[src/p2mux_bit.sv]
// Shared constants and types for the port-2 pin mux, plus the per-bit input and flag cell
`timescale 1ns/1ps
`default_nettype none

package p2mux_pkg;
	// Port width and the number of bits that reach a pad
	localparam int P2MUX_WIDTH = 8;
	localparam int P2MUX_PADS = 6;
	// Register indices; the byte address is four times the index
	localparam logic [7:0] P2MUX_IDX_INPUT = 8'h28;
	localparam logic [7:0] P2MUX_IDX_OUTPUT = 8'h29;
	localparam logic [7:0] P2MUX_IDX_DIR = 8'h2A;
	localparam logic [7:0] P2MUX_IDX_FLAG = 8'h2B;
	localparam logic [7:0] P2MUX_IDX_EDGE = 8'h2C;
	localparam logic [7:0] P2MUX_IDX_ENABLE = 8'h2D;
	localparam logic [7:0] P2MUX_IDX_SELECT = 8'h2E;
	// Bus address width in bits and reset value of every port register
	localparam int P2MUX_ADDR_W = 10;
	localparam logic [7:0] P2MUX_REG_RESET = 8'h00;
	// Bit positions inside the port
	localparam int P2MUX_BIT_TIMER = 0;
	localparam int P2MUX_BIT_SCLK = 1;
	localparam int P2MUX_BIT_STE = 2;
	localparam int P2MUX_BIT_BUFDIS = 3;
	localparam int P2MUX_BIT_TXD = 4;
	localparam int P2MUX_BIT_RXD = 5;
	// Supervisor level that turns the bit-3 input buffer off
	localparam logic [3:0] P2MUX_LEVEL_BUF_OFF = 4'hF;
	// LCD port-select threshold from which bits 0 and 1 carry segments
	localparam int P2MUX_LCD_SEL_W = 3;
	localparam logic [2:0] P2MUX_LCD_THRESHOLD = 3'h4;
	// Edge-select encoding
	localparam logic P2MUX_EDGE_RISE = 1'b0;

	// Drive of the six bonded pads
	typedef struct packed {
		logic [5:0] out;
		logic [5:0] oe;
	} p2mux_pad_t;
endpackage

module p2mux_bit #(
	parameter bit HAS_PAD = 1'b1
) (
	input wire logic i_clk_sys,
	input wire logic i_rst,
	input wire logic i_pad,
	input wire logic i_edge_sel,
	input wire logic i_flag_wr,
	input wire logic i_flag_wdata,
	output logic o_level,
	output logic o_flag
);
	import p2mux_pkg::*;

	logic meta_reg;
	logic sync_reg;
	logic prev_reg;
	logic flag_reg;
	logic edge_hit;

	// Two-flop synchroniser, left running through reset so the edge compare
	// starts from the real pin level; unbonded bits hold a constant low level
	always_ff @(posedge i_clk_sys) begin
		if (!HAS_PAD) begin
			meta_reg <= 1'b0;
			sync_reg <= 1'b0;
			prev_reg <= 1'b0;
		end else begin
			meta_reg <= i_pad;
			sync_reg <= meta_reg;
			prev_reg <= sync_reg;
		end
	end

	// selected edge detect
	assign edge_hit = HAS_PAD && ((i_edge_sel == P2MUX_EDGE_RISE) ?
		(sync_reg && !prev_reg) : (!sync_reg && prev_reg));

	// flag update; a hardware edge wins over a software clear
	always_ff @(posedge i_clk_sys) begin
		if (i_rst) begin
			flag_reg <= 1'b0;
		end else if (edge_hit) begin
			flag_reg <= 1'b1;
		end else if (i_flag_wr) begin
			flag_reg <= i_flag_wdata;
		end
	end

	assign o_level = sync_reg;
	assign o_flag = flag_reg;
endmodule

`default_nettype wire

[src/p2mux_top.sv]
// Port-2 pin function mux with its register file on an Avalon-MM slave
`timescale 1ns/1ps
`default_nettype none

// Overview of operation
// Bit 0 carries timer channel-2 compare and capture
// Bit 1 serial clock, direction from module
// Bit 2 forced input, slave enable, out low
// Bit 3 port direction, buffer off at 1111b
// Bit 4 forced output driving serial transmit
// Bit 5 forced input, serial receive, out low
// Bits 6,7 unbonded, flags set by software
// Bits 0,1 become segments S25,S24 at 04h+
// Each bit has enable, flag, edge select
// Plain I/O drives output bit, reads pin
// Flag on chosen edge, request when enabled
module p2mux_top (
	input wire logic i_clk_sys,
	input wire logic i_rst,
	// Avalon-MM slave
	input wire logic [p2mux_pkg::P2MUX_ADDR_W-1:0] i_avs_address,
	input wire logic i_avs_read,
	input wire logic i_avs_write,
	input wire logic [31:0] i_avs_writedata,
	input wire logic [3:0] i_avs_byteenable,
	output logic [31:0] o_avs_readdata,
	output logic o_avs_waitrequest,
	// Pads of the six bonded bits
	input wire logic [p2mux_pkg::P2MUX_PADS-1:0] i_pad_in,
	output p2mux_pkg::p2mux_pad_t o_pad,
	// Fields owned by other modules, same clock
	input wire logic [3:0] i_supervisor_level_field,
	input wire logic [p2mux_pkg::P2MUX_LCD_SEL_W-1:0] i_lcd_port_select_field,
	input wire logic i_lcd_segment_s25,
	input wire logic i_lcd_segment_s24,
	// Timer channel 2
	input wire logic i_timer_ch2_compare_out,
	output logic o_timer_ch2_capture_in_a,
	// Serial module
	input wire logic i_serial_clock_line,
	input wire logic i_serial_clock_dir_from_module,
	output logic o_serial_clock_line,
	output logic o_slave_transmit_enable_in,
	input wire logic i_serial_transmit_line,
	output logic o_serial_receive_line,
	// Port interrupt request
	output logic o_port_irq
);
	import p2mux_pkg::*;

	logic [7:0] port_function_select_reg;
	logic [7:0] port_direction_reg;
	logic [7:0] port_output_value_reg;
	logic [7:0] port_irq_enable_reg;
	logic [7:0] port_irq_edge_select_reg;
	logic [7:0] port_irq_flag;
	logic [7:0] port_input_value;
	logic [P2MUX_WIDTH-1:0] pad_level;
	logic [P2MUX_PADS-1:0] pad_gated;
	logic input_buffer_disable;
	logic lcd_mode;
	logic ack_reg;
	logic [31:0] readdata_reg;
	logic req;
	logic [7:0] idx;
	logic aligned;
	logic wr_lane0;
	logic [7:0] rd_value;
	logic flag_wr;
	p2mux_pad_t pad_next;

	// Request decode; low address bits must be zero for a hit
	assign req = i_avs_read || i_avs_write;
	assign idx = i_avs_address[P2MUX_ADDR_W-1:2];
	assign aligned = (i_avs_address[1:0] == 2'b00);
	assign wr_lane0 = i_avs_write && ack_reg && aligned && i_avs_byteenable[0];

	// One wait cycle per access: request seen, then answered
	always_ff @(posedge i_clk_sys) begin
		if (i_rst) begin
			ack_reg <= 1'b0;
		end else begin
			ack_reg <= req && !ack_reg;
		end
	end
	assign o_avs_waitrequest = req && !ack_reg;

	// Read mux; unmapped or misaligned addresses read zero
	always_comb begin
		rd_value = 8'h00;
		if (aligned) begin
			case (idx)
				P2MUX_IDX_INPUT: rd_value = port_input_value;
				P2MUX_IDX_OUTPUT: rd_value = port_output_value_reg;
				P2MUX_IDX_DIR: rd_value = port_direction_reg;
				P2MUX_IDX_FLAG: rd_value = port_irq_flag;
				P2MUX_IDX_EDGE: rd_value = port_irq_edge_select_reg;
				P2MUX_IDX_ENABLE: rd_value = port_irq_enable_reg;
				P2MUX_IDX_SELECT: rd_value = port_function_select_reg;
				default: rd_value = 8'h00;
			endcase
		end
	end

	// Read data captured in the wait cycle, stands at the answering edge
	always_ff @(posedge i_clk_sys) begin
		if (i_rst) begin
			readdata_reg <= 32'h0000_0000;
		end else if (i_avs_read && !ack_reg) begin
			readdata_reg <= {24'h00_0000, rd_value};
		end
	end
	assign o_avs_readdata = readdata_reg;

	// software-written control registers; writes land on the answering edge
	always_ff @(posedge i_clk_sys) begin
		if (i_rst) begin
			port_output_value_reg <= P2MUX_REG_RESET;
			port_direction_reg <= P2MUX_REG_RESET;
			port_function_select_reg <= P2MUX_REG_RESET;
		end else if (wr_lane0) begin
			case (idx)
				P2MUX_IDX_OUTPUT: port_output_value_reg <= i_avs_writedata[7:0];
				P2MUX_IDX_DIR: port_direction_reg <= i_avs_writedata[7:0];
				P2MUX_IDX_SELECT: port_function_select_reg <= i_avs_writedata[7:0];
				default: port_output_value_reg <= port_output_value_reg;
			endcase
		end
	end

	// interrupt enable and edge select for all eight bits
	always_ff @(posedge i_clk_sys) begin
		if (i_rst) begin
			port_irq_enable_reg <= P2MUX_REG_RESET;
			port_irq_edge_select_reg <= P2MUX_REG_RESET;
		end else if (wr_lane0) begin
			case (idx)
				P2MUX_IDX_ENABLE: port_irq_enable_reg <= i_avs_writedata[7:0];
				P2MUX_IDX_EDGE: port_irq_edge_select_reg <= i_avs_writedata[7:0];
				default: port_irq_enable_reg <= port_irq_enable_reg;
			endcase
		end
	end

	assign flag_wr = wr_lane0 && (idx == P2MUX_IDX_FLAG);

	// bit-3 buffer off; gating ahead of the synchroniser keeps its input quiet
	assign input_buffer_disable = (i_supervisor_level_field == P2MUX_LEVEL_BUF_OFF);
	always_comb begin
		pad_gated = i_pad_in;
		pad_gated[P2MUX_BIT_BUFDIS] = i_pad_in[P2MUX_BIT_BUFDIS] && !input_buffer_disable;
	end

	// one synchroniser and flag cell per bit
	genvar g;
	generate
		for (g = 0; g < P2MUX_WIDTH; g++) begin : gen_bit
			if (g < P2MUX_PADS) begin : gen_pad
				p2mux_bit #(
					.HAS_PAD(1'b1)
				) u_bit (
					.i_clk_sys(i_clk_sys),
					.i_rst(i_rst),
					.i_pad(pad_gated[g]),
					.i_edge_sel(port_irq_edge_select_reg[g]),
					.i_flag_wr(flag_wr),
					.i_flag_wdata(i_avs_writedata[g]),
					.o_level(pad_level[g]),
					.o_flag(port_irq_flag[g])
				);
			end else begin : gen_nopad
				// unbonded bit, flag moves only by software
				p2mux_bit #(
					.HAS_PAD(1'b0)
				) u_bit (
					.i_clk_sys(i_clk_sys),
					.i_rst(i_rst),
					.i_pad(1'b0),
					.i_edge_sel(port_irq_edge_select_reg[g]),
					.i_flag_wr(flag_wr),
					.i_flag_wdata(i_avs_writedata[g]),
					.o_level(pad_level[g]),
					.o_flag(port_irq_flag[g])
				);
			end
		end
	endgenerate

	// input register shows the synchronised pin levels
	assign port_input_value = pad_level;

	// request while any flag meets its enable
	assign o_port_irq = |(port_irq_flag & port_irq_enable_reg);

	// Peripheral inputs, low when the bit is plain I/O
	always_comb begin
		// capture input A
		o_timer_ch2_capture_in_a = port_function_select_reg[P2MUX_BIT_TIMER]
			&& pad_level[P2MUX_BIT_TIMER];
		// serial clock inbound
		o_serial_clock_line = port_function_select_reg[P2MUX_BIT_SCLK]
			&& pad_level[P2MUX_BIT_SCLK];
		// slave transmit enable
		o_slave_transmit_enable_in = port_function_select_reg[P2MUX_BIT_STE]
			&& pad_level[P2MUX_BIT_STE];
		// receive data
		o_serial_receive_line = port_function_select_reg[P2MUX_BIT_RXD]
			&& pad_level[P2MUX_BIT_RXD];
	end

	// segment mode takes bits 0 and 1 from the port
	assign lcd_mode = (i_lcd_port_select_field >= P2MUX_LCD_THRESHOLD);

	// Pad drive per bit; plain I/O is the fallback everywhere
	always_comb begin
		// plain I/O default
		pad_next.out = port_output_value_reg[P2MUX_PADS-1:0];
		pad_next.oe = port_direction_reg[P2MUX_PADS-1:0];
		// compare output, direction still from port
		if (port_function_select_reg[P2MUX_BIT_TIMER]) begin
			pad_next.out[P2MUX_BIT_TIMER] = i_timer_ch2_compare_out;
		end
		// serial module owns the clock pin direction
		if (port_function_select_reg[P2MUX_BIT_SCLK]) begin
			pad_next.out[P2MUX_BIT_SCLK] = i_serial_clock_line;
			pad_next.oe[P2MUX_BIT_SCLK] = i_serial_clock_dir_from_module;
		end
		// forced input, output tied low
		if (port_function_select_reg[P2MUX_BIT_STE]) begin
			pad_next.out[P2MUX_BIT_STE] = 1'b0;
			pad_next.oe[P2MUX_BIT_STE] = 1'b0;
		end
		// no peripheral drive, direction from port
		if (port_function_select_reg[P2MUX_BIT_BUFDIS]) begin
			pad_next.out[P2MUX_BIT_BUFDIS] = 1'b0;
		end
		// forced output carrying transmit data
		if (port_function_select_reg[P2MUX_BIT_TXD]) begin
			pad_next.out[P2MUX_BIT_TXD] = i_serial_transmit_line;
			pad_next.oe[P2MUX_BIT_TXD] = 1'b1;
		end
		// forced input, output tied low
		if (port_function_select_reg[P2MUX_BIT_RXD]) begin
			pad_next.out[P2MUX_BIT_RXD] = 1'b0;
			pad_next.oe[P2MUX_BIT_RXD] = 1'b0;
		end
		// segment drive overrides everything on bits 0 and 1
		if (lcd_mode) begin
			pad_next.out[P2MUX_BIT_TIMER] = i_lcd_segment_s25;
			pad_next.oe[P2MUX_BIT_TIMER] = 1'b1;
			pad_next.out[P2MUX_BIT_SCLK] = i_lcd_segment_s24;
			pad_next.oe[P2MUX_BIT_SCLK] = 1'b1;
		end
	end
	// Combinational so peripheral timing is not delayed by a cycle
	assign o_pad = pad_next;
endmodule

`default_nettype wire

[config.mk]
export PLATFORM = sky130hd
export DESIGN_NAME = p2mux_top
export DESIGN_NICKNAME = d
export VERILOG_FILES = /design/src/p2mux_bit.sv /design/src/p2mux_top.sv
export SDC_FILE = /design/constraint.sdc
export NUM_CORES = 1
export LEC_CHECK = 0
export ABC_AREA = 1
export BUFFER_PORTS_ARGS = -buffer_cell sky130_fd_sc_hd__buf_2
export CORE_ASPECT_RATIO = 0.75
export CORE_UTILIZATION = 45
export DETAILED_ROUTE_END_ITERATION = 7
export GPL_TIMING_DRIVEN = 1
export PLACE_DENSITY = 0.71
export SKIP_LAST_GASP = 1
export SLEW_MARGIN = 25
export SYNTH_ARGS = -nofsm -noshare
export SYNTH_HDL_FRONTEND = slang
export SYNTH_HIERARCHICAL = 1
export SYNTH_SLANG_ARGS = --single-unit
[constraint.sdc]
create_clock -name i_clk_sys -period 3.46 [get_ports i_clk_sys]
set_input_delay 0 -clock i_clk_sys [delete_from_list [all_inputs] [get_ports i_clk_sys]]
set_output_delay 0 -clock i_clk_sys [all_outputs]
set_load 0.01 [all_outputs]
# --- Yosys cells after proc, flatten, opt, wreduce, memory -nomap -nowiden ---
# Cells that the tools add are included.
classes:
  order_cmp: 1
  eq_ne: 8
  reduce_logical: 51
  muxes: 32
  bitwise_logic: 1
op_table:
  columns: ["op", "n"]
  rows:
  - ["equality test 8 x 6 -> 1 bit (second input constant)", 7]
  - ["case mux 8 bit (7 select lines)", 1]
  - ["2-to-1 mux 1 bit", 28]
  - ["logical AND 1 bit", 23]
  - ["logical NOT 1 bit", 14]
  - ["nonzero test 2 bit", 6]
  - ["AND reduction 2 bit", 5]
  - ["AND 8 bit", 1]
  - ["2-to-1 mux 8 bit", 1]
  - ["OR reduction 8 bit", 1]
  - ["equality test 4 bit (second input constant)", 1]
  - ["2-to-1 mux 2 bit", 2]
  - ["greater-or-equal comparator 3 bit (second input constant)", 1]
  - ["logical NOT 2 bit", 1]
  - ["logical OR 1 bit", 1]
totals:
  wordCells: 126
  output_inout_bits: 50
  inputBits: 69
  reg_bits: 75

# --- Logic depth before layout (Yosys ltp) ---
# Gate-level depths: netlist of the first run.
logic_depth:
  word_depth: 6
  depth_mapped: 12
  ltp_nobuf: 10

# --- Modules after synthesis ---
# The synthesis of the first run kept the hierarchy.
modules_own_cells:
  columns: ["mod", "n_inst", "seq_area_each_um2", "cells_each", "area_per_inst_um2"]
  rows:
  - ["p2mux_top", 1, 980.9, 417, 2886.5]
  - ["p2mux_bit at gen_bit[0].gen_pad.u_bit ...", 6, 80.1, 19, 145.1]
  - ["p2mux_bit at gen_bit[6].gen_nopad.u_bit ...", 2, 20.0, 9, 56.3]

# --- Worst setup path before layout of the first run ---
# Ideal clock, no wire load.
synth_timing:
  path_kind: "reg2reg"
  start: "reg ack_reg"
  end: "reg gen_bit[0].gen_pad.u_bit.flag_reg"
  synth_period_minus_slack_ps: 1555
  required_ps: 3351
  stages_incl_launch_ff: 9
  slack_ps: 1905
  path_buffers: 0
  setup_time_ps: 109
  arrival_time_ps: 1446
  path_cell_list: "dfxtp_1 nand3_2 nor2_8 and3_1 nand2_1 nand2_1 nand3_2 nand2_1 inv_1"
synth_between:
  elab_chain_len: 5
synth_lines:
  columns: ["item", "line_no", "source"]
  rows:
  - ["start: declaration", "p2mux_top.sv:62", "logic ack_reg;"]
  - ["start signal: assignment", "p2mux_top.sv:83", "ack_reg <= req && !ack_reg;"]
  - ["logical AND 1 bit (3 in series)", "p2mux_top.sv:76", "assign wr_lane0 = i_avs_write && ack_reg && aligned && i_avs_byteenable[0];"]
  - ["logical AND 1 bit", "p2mux_top.sv:145", "assign flag_wr = wr_lane0 && (idx == P2MUX_IDX_FLAG);"]
  - ["via flag_wr", "p2mux_top.sv:69", "logic flag_wr;"]
  - ["nonzero test 2 bit (no source line)", null, null]
  - ["end signal: assignment", "p2mux_bit.sv:87", "flag_reg <= i_flag_wdata;"]
  - ["end: declaration", "p2mux_bit.sv:59", "logic flag_reg;"]
# The timed path passes the listed nets, and every way through them passes these cells.
# A chain may end at the register's enable or synchronous reset.

# --- Worst setup path in the final report of the first run ---
# Ends and elaborated chain as after synthesis.

==> flow_summary_export.csv, run 1 <==
group,metric,value,unit
grt,grt_first_pass_wirelength,15200,um
drt,drt_iter0_drcs,231,
worst_hold_path,holdCritPathClass,"in -> reg",
setup_path,timing.critical_path.arrival,2.12,ns
placed_design,placement.io_buffers,65,
drt,avgRoutedWirePerCell,13.0,um
drt,drt.antenna.violating_nets,0,
floorplanning,die_area,8980,um2
power,power_leakage,2.14,nW
floorplanning,io_pins,119,
setup_path,path_max_fanout,16,
placed_design,dp_hpwl,6400,um
setup_path,cpLargestDelayFamily,"simple AND/OR/NAND/NOR gates",
power,cellPowerDensity,430,nW/um2
clocking,cts_bufs_inserted,9,
drt,routed-via-count,3504,
synth,yosysTopAreaCellShare,38.8,%
drt,vias_per_cell,4.83,
setup_path,cp_common_cell,"sky130_fd_sc_hd__nand2_1",
setup_path,endpoint_kind,"register",
synth,netlist_area,3870,um2
power,power.total,1.92,mW
clocking,worst_skew_pair.late_latency,0.34,ns
finish,areaGrowthSynthToFinish,15.4,%
floorplanning,die_height,82.3,um
timing,report.final.setup_viol,0,
drt,drc,0,
setup_path,critical_path.startpoint_type,"register",
synth,mean_cell_area_of_the_mapped_netlist,7.05,um2
floorplanning,die_w,109,um
setup_path,reg2reg_slack,1.57,ns
synth,number_of_standard_cells_after_synthesis,549,
timing,worst_slew_pin_slew,0.638,ns
timing,achievable-frequency,0.530,GHz
setup_path,critPathRequiredTime,3.69,ns
timing,fin_ws,1.57,ns
synth,synth_top_cells_by_area,"sky130_fd_sc_hd__dfxtp_1 39%, sky130_fd_sc_hd__inv_1 9.0%, sky130_fd_sc_hd__nand3_1 8.8%",
clocking,htree_levels,3,
synth,synth_sequential_area_ratio,38.8,%
clocking,clk_pin_slew,0.06,ns
placed_design,gp_congestion,0.823,
setup_path,worstReg2RegEnd,"gen_bit[0].gen_pad.u_bit/o_flag",
floorplanning,rows,28,
timing,slew-limit-headroom,57.3,%
floorplanning,initial_utilization,47.8,%
timing,finalWorstPathRequiredPeriod,1.89,ns
placed_design,place_ws,1.56,ns
timing,layout_worst_path_cycle_share,54.6,%
setup_path,critical-path-max-stage-delay,0.60,ns
clocking,clock-root-buffer,"sky130_fd_sc_hd__clkbuf_16",
grt,global_route.overflow_total,0,
grt,track_usage,22.7,%
timing,hold_viol_final,0,
job,maxCapViolations,0,
timing,grt_setup_unrepaired,"false",
finish,final_antenna_diode_count,0,
outcome,outcome,"finished, final reports clean",
timing,setup_tns,0,ns
worst_hold_path,hold-path-cell-count,3,
setup_path,criticalPathCategory,"reg -> reg",
synth,top_cell_type_by_total_area_after_synthesis,"sky130_fd_sc_hd__dfxtp_1",
setup_path,critPathBufInv,1,
setup_path,cp_cell_sequence,"nand3_2 > nor2_8 > and3_1 > nand2_1 > nand2_1 > nand3_2 > nand2_1 > inv_1",
synth,yosys_warnings,6,
finish,num-nets-final,684,
grt,initial_antenna_violation_count,0,
timing,whs,0.0169,ns
grt,grt_start_max_net_pins,41,
setup_path,cpMaxStageDelayCell,"sky130_fd_sc_hd__and3_1",
synth,postSynthRegisterBits,75,
drt,detail_route.first_pass.iterations,5,
grt,number_of_global_route_vias_before_repair,3181,
finish,fillerInstances,803,
setup_path,ff2ff_path_depth,8,
clocking,clock_sink_count,75,
timing,final_max_slew_viol_count,0,
synth,synth.lib_cells_used.distinct,29,
clocking,maximum_clock_path_buffer_count,2,
timing,fin_worst_skew,0.00467,ns
worst_hold_path,hold_path_end,"port_output_value_reg[3]",
power,power.ir.vdd_worst,0.235,mV
clocking,cts_tree,"yes",
worst_hold_path,timing.hold.worst.start,"i_avs_writedata[3]",
setup_path,path_depth,8,
drt,routed_wl,9390,um
floorplanning,coreArea,8090,um2
finish,final_layout_size_suffix_gt1_share,19.0,%
setup_path,rr_startpoint,"ack_reg",
worst register-to-register path, stage by stage (launching register included):
cell and delay (ns):
sky130_fd_sc_hd__dfxtp_1 0.39, sky130_fd_sc_hd__nand3_2 0.15, sky130_fd_sc_hd__nor2_8 0.24, sky130_fd_sc_hd__and3_1 0.61, sky130_fd_sc_hd__nand2_1 0.12, sky130_fd_sc_hd__nand2_1 0.10
sky130_fd_sc_hd__nand3_2 0.05, sky130_fd_sc_hd__nand2_1 0.07, sky130_fd_sc_hd__inv_1 0.05
layout make-up:
class                      count  area, um2  area share, %
clock buffer                  12        256           5.74
tap                          105        131           2.94
timing repair buffer          75        423           9.47
multi-input combinational    346       1720           38.6
sequential                    75       1500           33.6
clock inverter                 4       25.0          0.560
inverter                     108        405           9.08
cells by family (layout without fill, tap and decap cells):
| kind of cell | count (synthesis) | count (layout) | synth area share [%] |
|---|---|---|---|
| other cells | 3 | 26 | 0.291 |
| compound gates | 99 | 99 | 13.2 |
| simple gates | 221 | 221 | 28.8 |
| flops | 75 | 75 | 38.8 |
| buf+inv | 151 | 199 | 18.9 |
per-layer routing:
layer / track usage, % / wire length [um]
met5: 0 / 0
met4: 7.84 / 135
met3: 5.89 / 724
met2: 36.9 / 4300
met1: 29.2 / 4230
power breakdown:
| group | leakage, nW | internal (mW) | switching [mW] |
|---|---|---|---|
| logic | 1.40 | 0.0499 | 0.0960 |
| clock network | 0.135 | 0.522 | 0.355 |
| registers | 0.612 | 0.882 | 0.0133 |
| total | 2.14 | 1.45 | 0.465 |
cells in the mapped netlist:
master	number
sky130_fd_sc_hd__nand3_2	7
sky130_fd_sc_hd__dfxtp_1	75
sky130_fd_sc_hd__a21oi_1	53
sky130_fd_sc_hd__nor2_4	6
sky130_fd_sc_hd__buf_6	4
sky130_fd_sc_hd__nor2_8	1
sky130_fd_sc_hd__clkbuf_1	5
sky130_fd_sc_hd__buf_8	1
sky130_fd_sc_hd__or2_1	1
sky130_fd_sc_hd__and3_1	1
sky130_fd_sc_hd__clkinv_1	6
sky130_fd_sc_hd__buf_4	27
sky130_fd_sc_hd__a41oi_1	1
sky130_fd_sc_hd__a221oi_1	2
sky130_fd_sc_hd__nand3_1	68
sky130_fd_sc_hd__nor2_2	5
sky130_fd_sc_hd__o21ai_1	10
sky130_fd_sc_hd__inv_1	93
sky130_fd_sc_hd__nand2_2	3
sky130_fd_sc_hd__nor2_1	35
sky130_fd_sc_hd__buf_12	1
sky130_fd_sc_hd__conb_1	3
sky130_fd_sc_hd__a22o_1	1
sky130_fd_sc_hd__inv_2	9
sky130_fd_sc_hd__nand3_4	5
sky130_fd_sc_hd__nand2_1	88
sky130_fd_sc_hd__o21ai_0	32
sky130_fd_sc_hd__nor3_1	1
sky130_fd_sc_hd__buf_2	5
placed cells by master, fill, tap and decap left out, types with 2 or more instances in the layout:
| master | count |
|---|---|
| sky130_fd_sc_hd__clkinvlp_4 | 2 |
| sky130_fd_sc_hd__nand3_1 | 68 |
| sky130_fd_sc_hd__clkinv_1 | 6 |
| sky130_fd_sc_hd__dlygate4sd3_1 | 9 |
| sky130_fd_sc_hd__a221oi_1 | 2 |
| sky130_fd_sc_hd__inv_1 | 92 |
| sky130_fd_sc_hd__nand3_4 | 5 |
| sky130_fd_sc_hd__nand2_2 | 3 |
| sky130_fd_sc_hd__clkbuf_8 | 2 |
| sky130_fd_sc_hd__o21ai_0 | 32 |
| sky130_fd_sc_hd__inv_2 | 10 |
| sky130_fd_sc_hd__nor2_4 | 6 |
| sky130_fd_sc_hd__nor2_1 | 35 |
| sky130_fd_sc_hd__nor2_2 | 5 |
| sky130_fd_sc_hd__nand3_2 | 7 |
| sky130_fd_sc_hd__dfxtp_1 | 75 |
| sky130_fd_sc_hd__o21ai_1 | 10 |
| sky130_fd_sc_hd__nand2_1 | 88 |
| sky130_fd_sc_hd__clkbuf_16 | 9 |
| sky130_fd_sc_hd__clkinv_2 | 2 |
| sky130_fd_sc_hd__conb_1 | 26 |
| sky130_fd_sc_hd__a21oi_1 | 53 |
| sky130_fd_sc_hd__buf_2 | 65 |
metrics by stage:
stage | std cells | instance area [um2] | utilization [%]
floorplan | 572 | 3960 | -
global placement | 700 | 4090 | 50.6
detailed placement | 700 | 4090 | 50.6
CTS | 725 | 4470 | 55.2
global route | 725 | 4470 | 55.2
finish | 725 | 4470 | 55.2
worst max path at each step:
stage	start	end	slack, ns
floorplan	ack_reg	gen_bit[0].gen_pad.u_bit/o_flag	1.90
global placement	i_avs_address[8]	gen_bit[4].gen_pad.u_bit/o_flag	1.62
detailed placement	i_avs_address[8]	gen_bit[3].gen_pad.u_bit/o_flag	1.56
CTS	ack_reg	gen_bit[3].gen_pad.u_bit/o_flag	1.57
global route	ack_reg	gen_bit[0].gen_pad.u_bit/o_flag	1.43
finish	ack_reg	gen_bit[0].gen_pad.u_bit/o_flag	1.57
repair_timing:
item / CTS / global route
hold buffers: 9 / 0
gates resized for setup: 0 / 0
buffers inserted: 0 / 0
endpoints found under the hold margin: 7 / 0
Power figures use the tool's default switching activity.
==> run 2: changes to the inputs <==
- clock period: 3.46 -> 1.8 ns (I/O delays scaled with it)
==> flow_summary_export.csv, run 2 (synthesis gave the netlist of run 1 again) <==
group,metric,value,unit
grt,grt_first_pass_wirelength,15200,um
placed_design,gp_congestion,0.803,
finish,leading_cell_type_in_the_layout_fill_and_taps_excluded,"sky130_fd_sc_hd__inv_1",
drt,vias_per_cell,4.91,
worst_hold_path,holdCritPathClass,"in -> reg",
timing,worst_slew_pin_slew,0.531,ns
clocking,clock_sink_count,75,
timing,setup_tns,0,ns
setup_path,critical_path.startpoint_type,"register",
timing,fin_worst_skew,0.00455,ns
floorplanning,die_w,109,um
drt,drc,0,
finish,final_layout_size_suffix_gt1_share,19.9,%
drt,drt_iter0_drcs,177,
power,power.ir.vdd_worst,0.406,mV
setup_path,endpoint_kind,"register",
timing,layout_worst_path_cycle_share,88.9,%
job,maxCapViolations,0,
timing,hold_viol_final,0,
clocking,clock-root-buffer,"sky130_fd_sc_hd__clkbuf_16",
timing,grt_setup_unrepaired,"false",
floorplanning,coreArea,8090,um2
setup_path,cpLargestDelayFamily,"simple AND/OR/NAND/NOR gates",
timing,report.final.setup_viol,0,
grt,initial_antenna_violation_count,0,
outcome,outcome,"finished, final reports clean",
clocking,clk_pin_slew,0.06,ns
grt,global_route.overflow_total,0,
floorplanning,rows,28,
floorplanning,initial_utilization,47.8,%
drt,avgRoutedWirePerCell,12.9,um
setup_path,path_max_fanout,16,
drt,detail_route.first_pass.iterations,5,
grt,number_of_global_route_vias_before_repair,3256,
floorplanning,die_height,82.3,um
finish,layout.core_utilization,56.4,%
clocking,hold_buffers,9,
grt,grt_start_max_net_pins,29,
clocking,worst_skew_pair.late_latency,0.33,ns
finish,areaGrowthSynthToFinish,17.9,%
setup_path,criticalPathCategory,"reg -> reg",
placed_design,dp_hpwl,6570,um
timing,slew-limit-headroom,64.6,%
setup_path,critical-path-max-stage-delay,0.40,ns
setup_path,critPathBufInv,2,
drt,routed_wl,9450,um
finish,final_antenna_diode_count,0,
drt,drt.antenna.violating_nets,0,
setup_path,cpMaxStageDelayCell,"sky130_fd_sc_hd__dfxtp_1",
clocking,cts_bufs_inserted,9,
setup_path,timing.critical_path.arrival,1.83,ns
finish,fillerInstances,769,
clocking,maximum_clock_path_buffer_count,2,
drt,routed-via-count,3602,
power,power_leakage,2.20,nW
power,cellPowerDensity,831,nW/um2
setup_path,cp_cell_sequence,"nand3_2 > nor2_8 > and3_1 > buf_12 > nand2_1 > nand2_1 > nand3_2 > nand2_1 > inv_1",
clocking,htree_levels,3,
finish,num-nets-final,692,
clocking,cts_tree,"yes",
clocking,ctsResizeCount,0,
setup_path,cp_common_cell,"sky130_fd_sc_hd__nand2_1",
clocking,cts_post_setup_buffers_inserted,0,
floorplanning,die_area,8980,um2
timing,achievable-frequency,0.625,GHz
grt,track_usage,22.6,%
setup_path,critPathRequiredTime,2.03,ns
floorplanning,io_pins,119,
finish,layout.cells.most_common_list,"93 x sky130_fd_sc_hd__inv_1, 88 x sky130_fd_sc_hd__nand2_1, 75 x sky130_fd_sc_hd__dfxtp_1",
timing,final_max_slew_viol_count,0,
timing,finalWorstPathRequiredPeriod,1.60,ns
placed_design,placement.io_buffers,65,
-- run 2: cell types whose count changed in the layout (fill, tap and decap cells not counted) --
cell and delta:
sky130_fd_sc_hd__buf_4 +6, sky130_fd_sc_hd__buf_12 +2, sky130_fd_sc_hd__clkinv_2 +1, sky130_fd_sc_hd__bufinv_16 +1
sky130_fd_sc_hd__inv_2 -1, sky130_fd_sc_hd__clkinvlp_4 -1, sky130_fd_sc_hd__inv_1 +1, sky130_fd_sc_hd__clkbuf_8 -1
-- run 2: area by class of cell --
type | instances | area, um2 | share of cell area (%)
repair buffers | 83 | 508 | 11.1
multi-input cells | 346 | 1720 | 37.7
well taps | 105 | 131 | 2.88
clock inverters | 5 | 52.6 | 1.15
flip-flops and latches | 75 | 1500 | 32.9
clock buffers | 11 | 243 | 5.32
inverters | 108 | 405 | 8.88
-- run 2: final timing paths --
kind,startpoint,endpoint,slack [ns],cells past startpoint
min,i_avs_writedata[5],port_irq_enable_reg[5],0.01,3
max reg2reg,ack_reg,gen_bit[2].gen_pad.u_bit/o_flag,0.20,9
min reg2reg,gen_bit[0].gen_pad.u_bit/meta_reg,gen_bit[0].gen_pad.u_bit/o_level,0.33,0
max,ack_reg,gen_bit[2].gen_pad.u_bit/o_flag,0.20,9
-- run 2: per-layer routing --
layer	up-vias	global-route usage (%)	wire length, um
met5	-	0	0
met4	0	8.78	130
met3	19	4.79	654
met2	122	38.9	4480
met1	1635	27.8	4180
li1	1826	-	-
-- run 2: metrics by stage --
| step | area, um2 | hold WS [ns] | cells | setup slack (ns) | power, mW |
|---|---|---|---|---|---|
| detailed placement | 4180 | 0.104 | 708 | 0.213 | 2.03 |
| finish | 4560 | 0.0146 | 733 | 0.201 | 3.79 |
| CTS | 4560 | 0.0100 | 733 | 0.194 | 3.82 |
| global route | 4560 | 0.0333 | 733 | 0.0586 | 3.94 |
| floorplan | 3960 | 0.0277 | 572 | 0.245 | 1.96 |
| global placement | 4180 | 0.103 | 708 | 0.275 | 2.02 |
-- run 2: worst register-to-register path, delay by kind of cell, from the launching register on --
| kind | cells | cell delay [ns] |
|---|---|---|
| DFF | 1 | 0.40 |
| buffers and inverters | 2 | 0.19 |
| and+or+nand+nor | 7 | 0.92 |
-- run 2: report_power, final --
group	total [mW]	internal, mW	switching, mW	leakage [nW]
Sequential	1.72	1.69	0.0258	0.612
Clock	1.78	1.10	0.678	0.145
Combinational	0.290	0.105	0.184	1.45
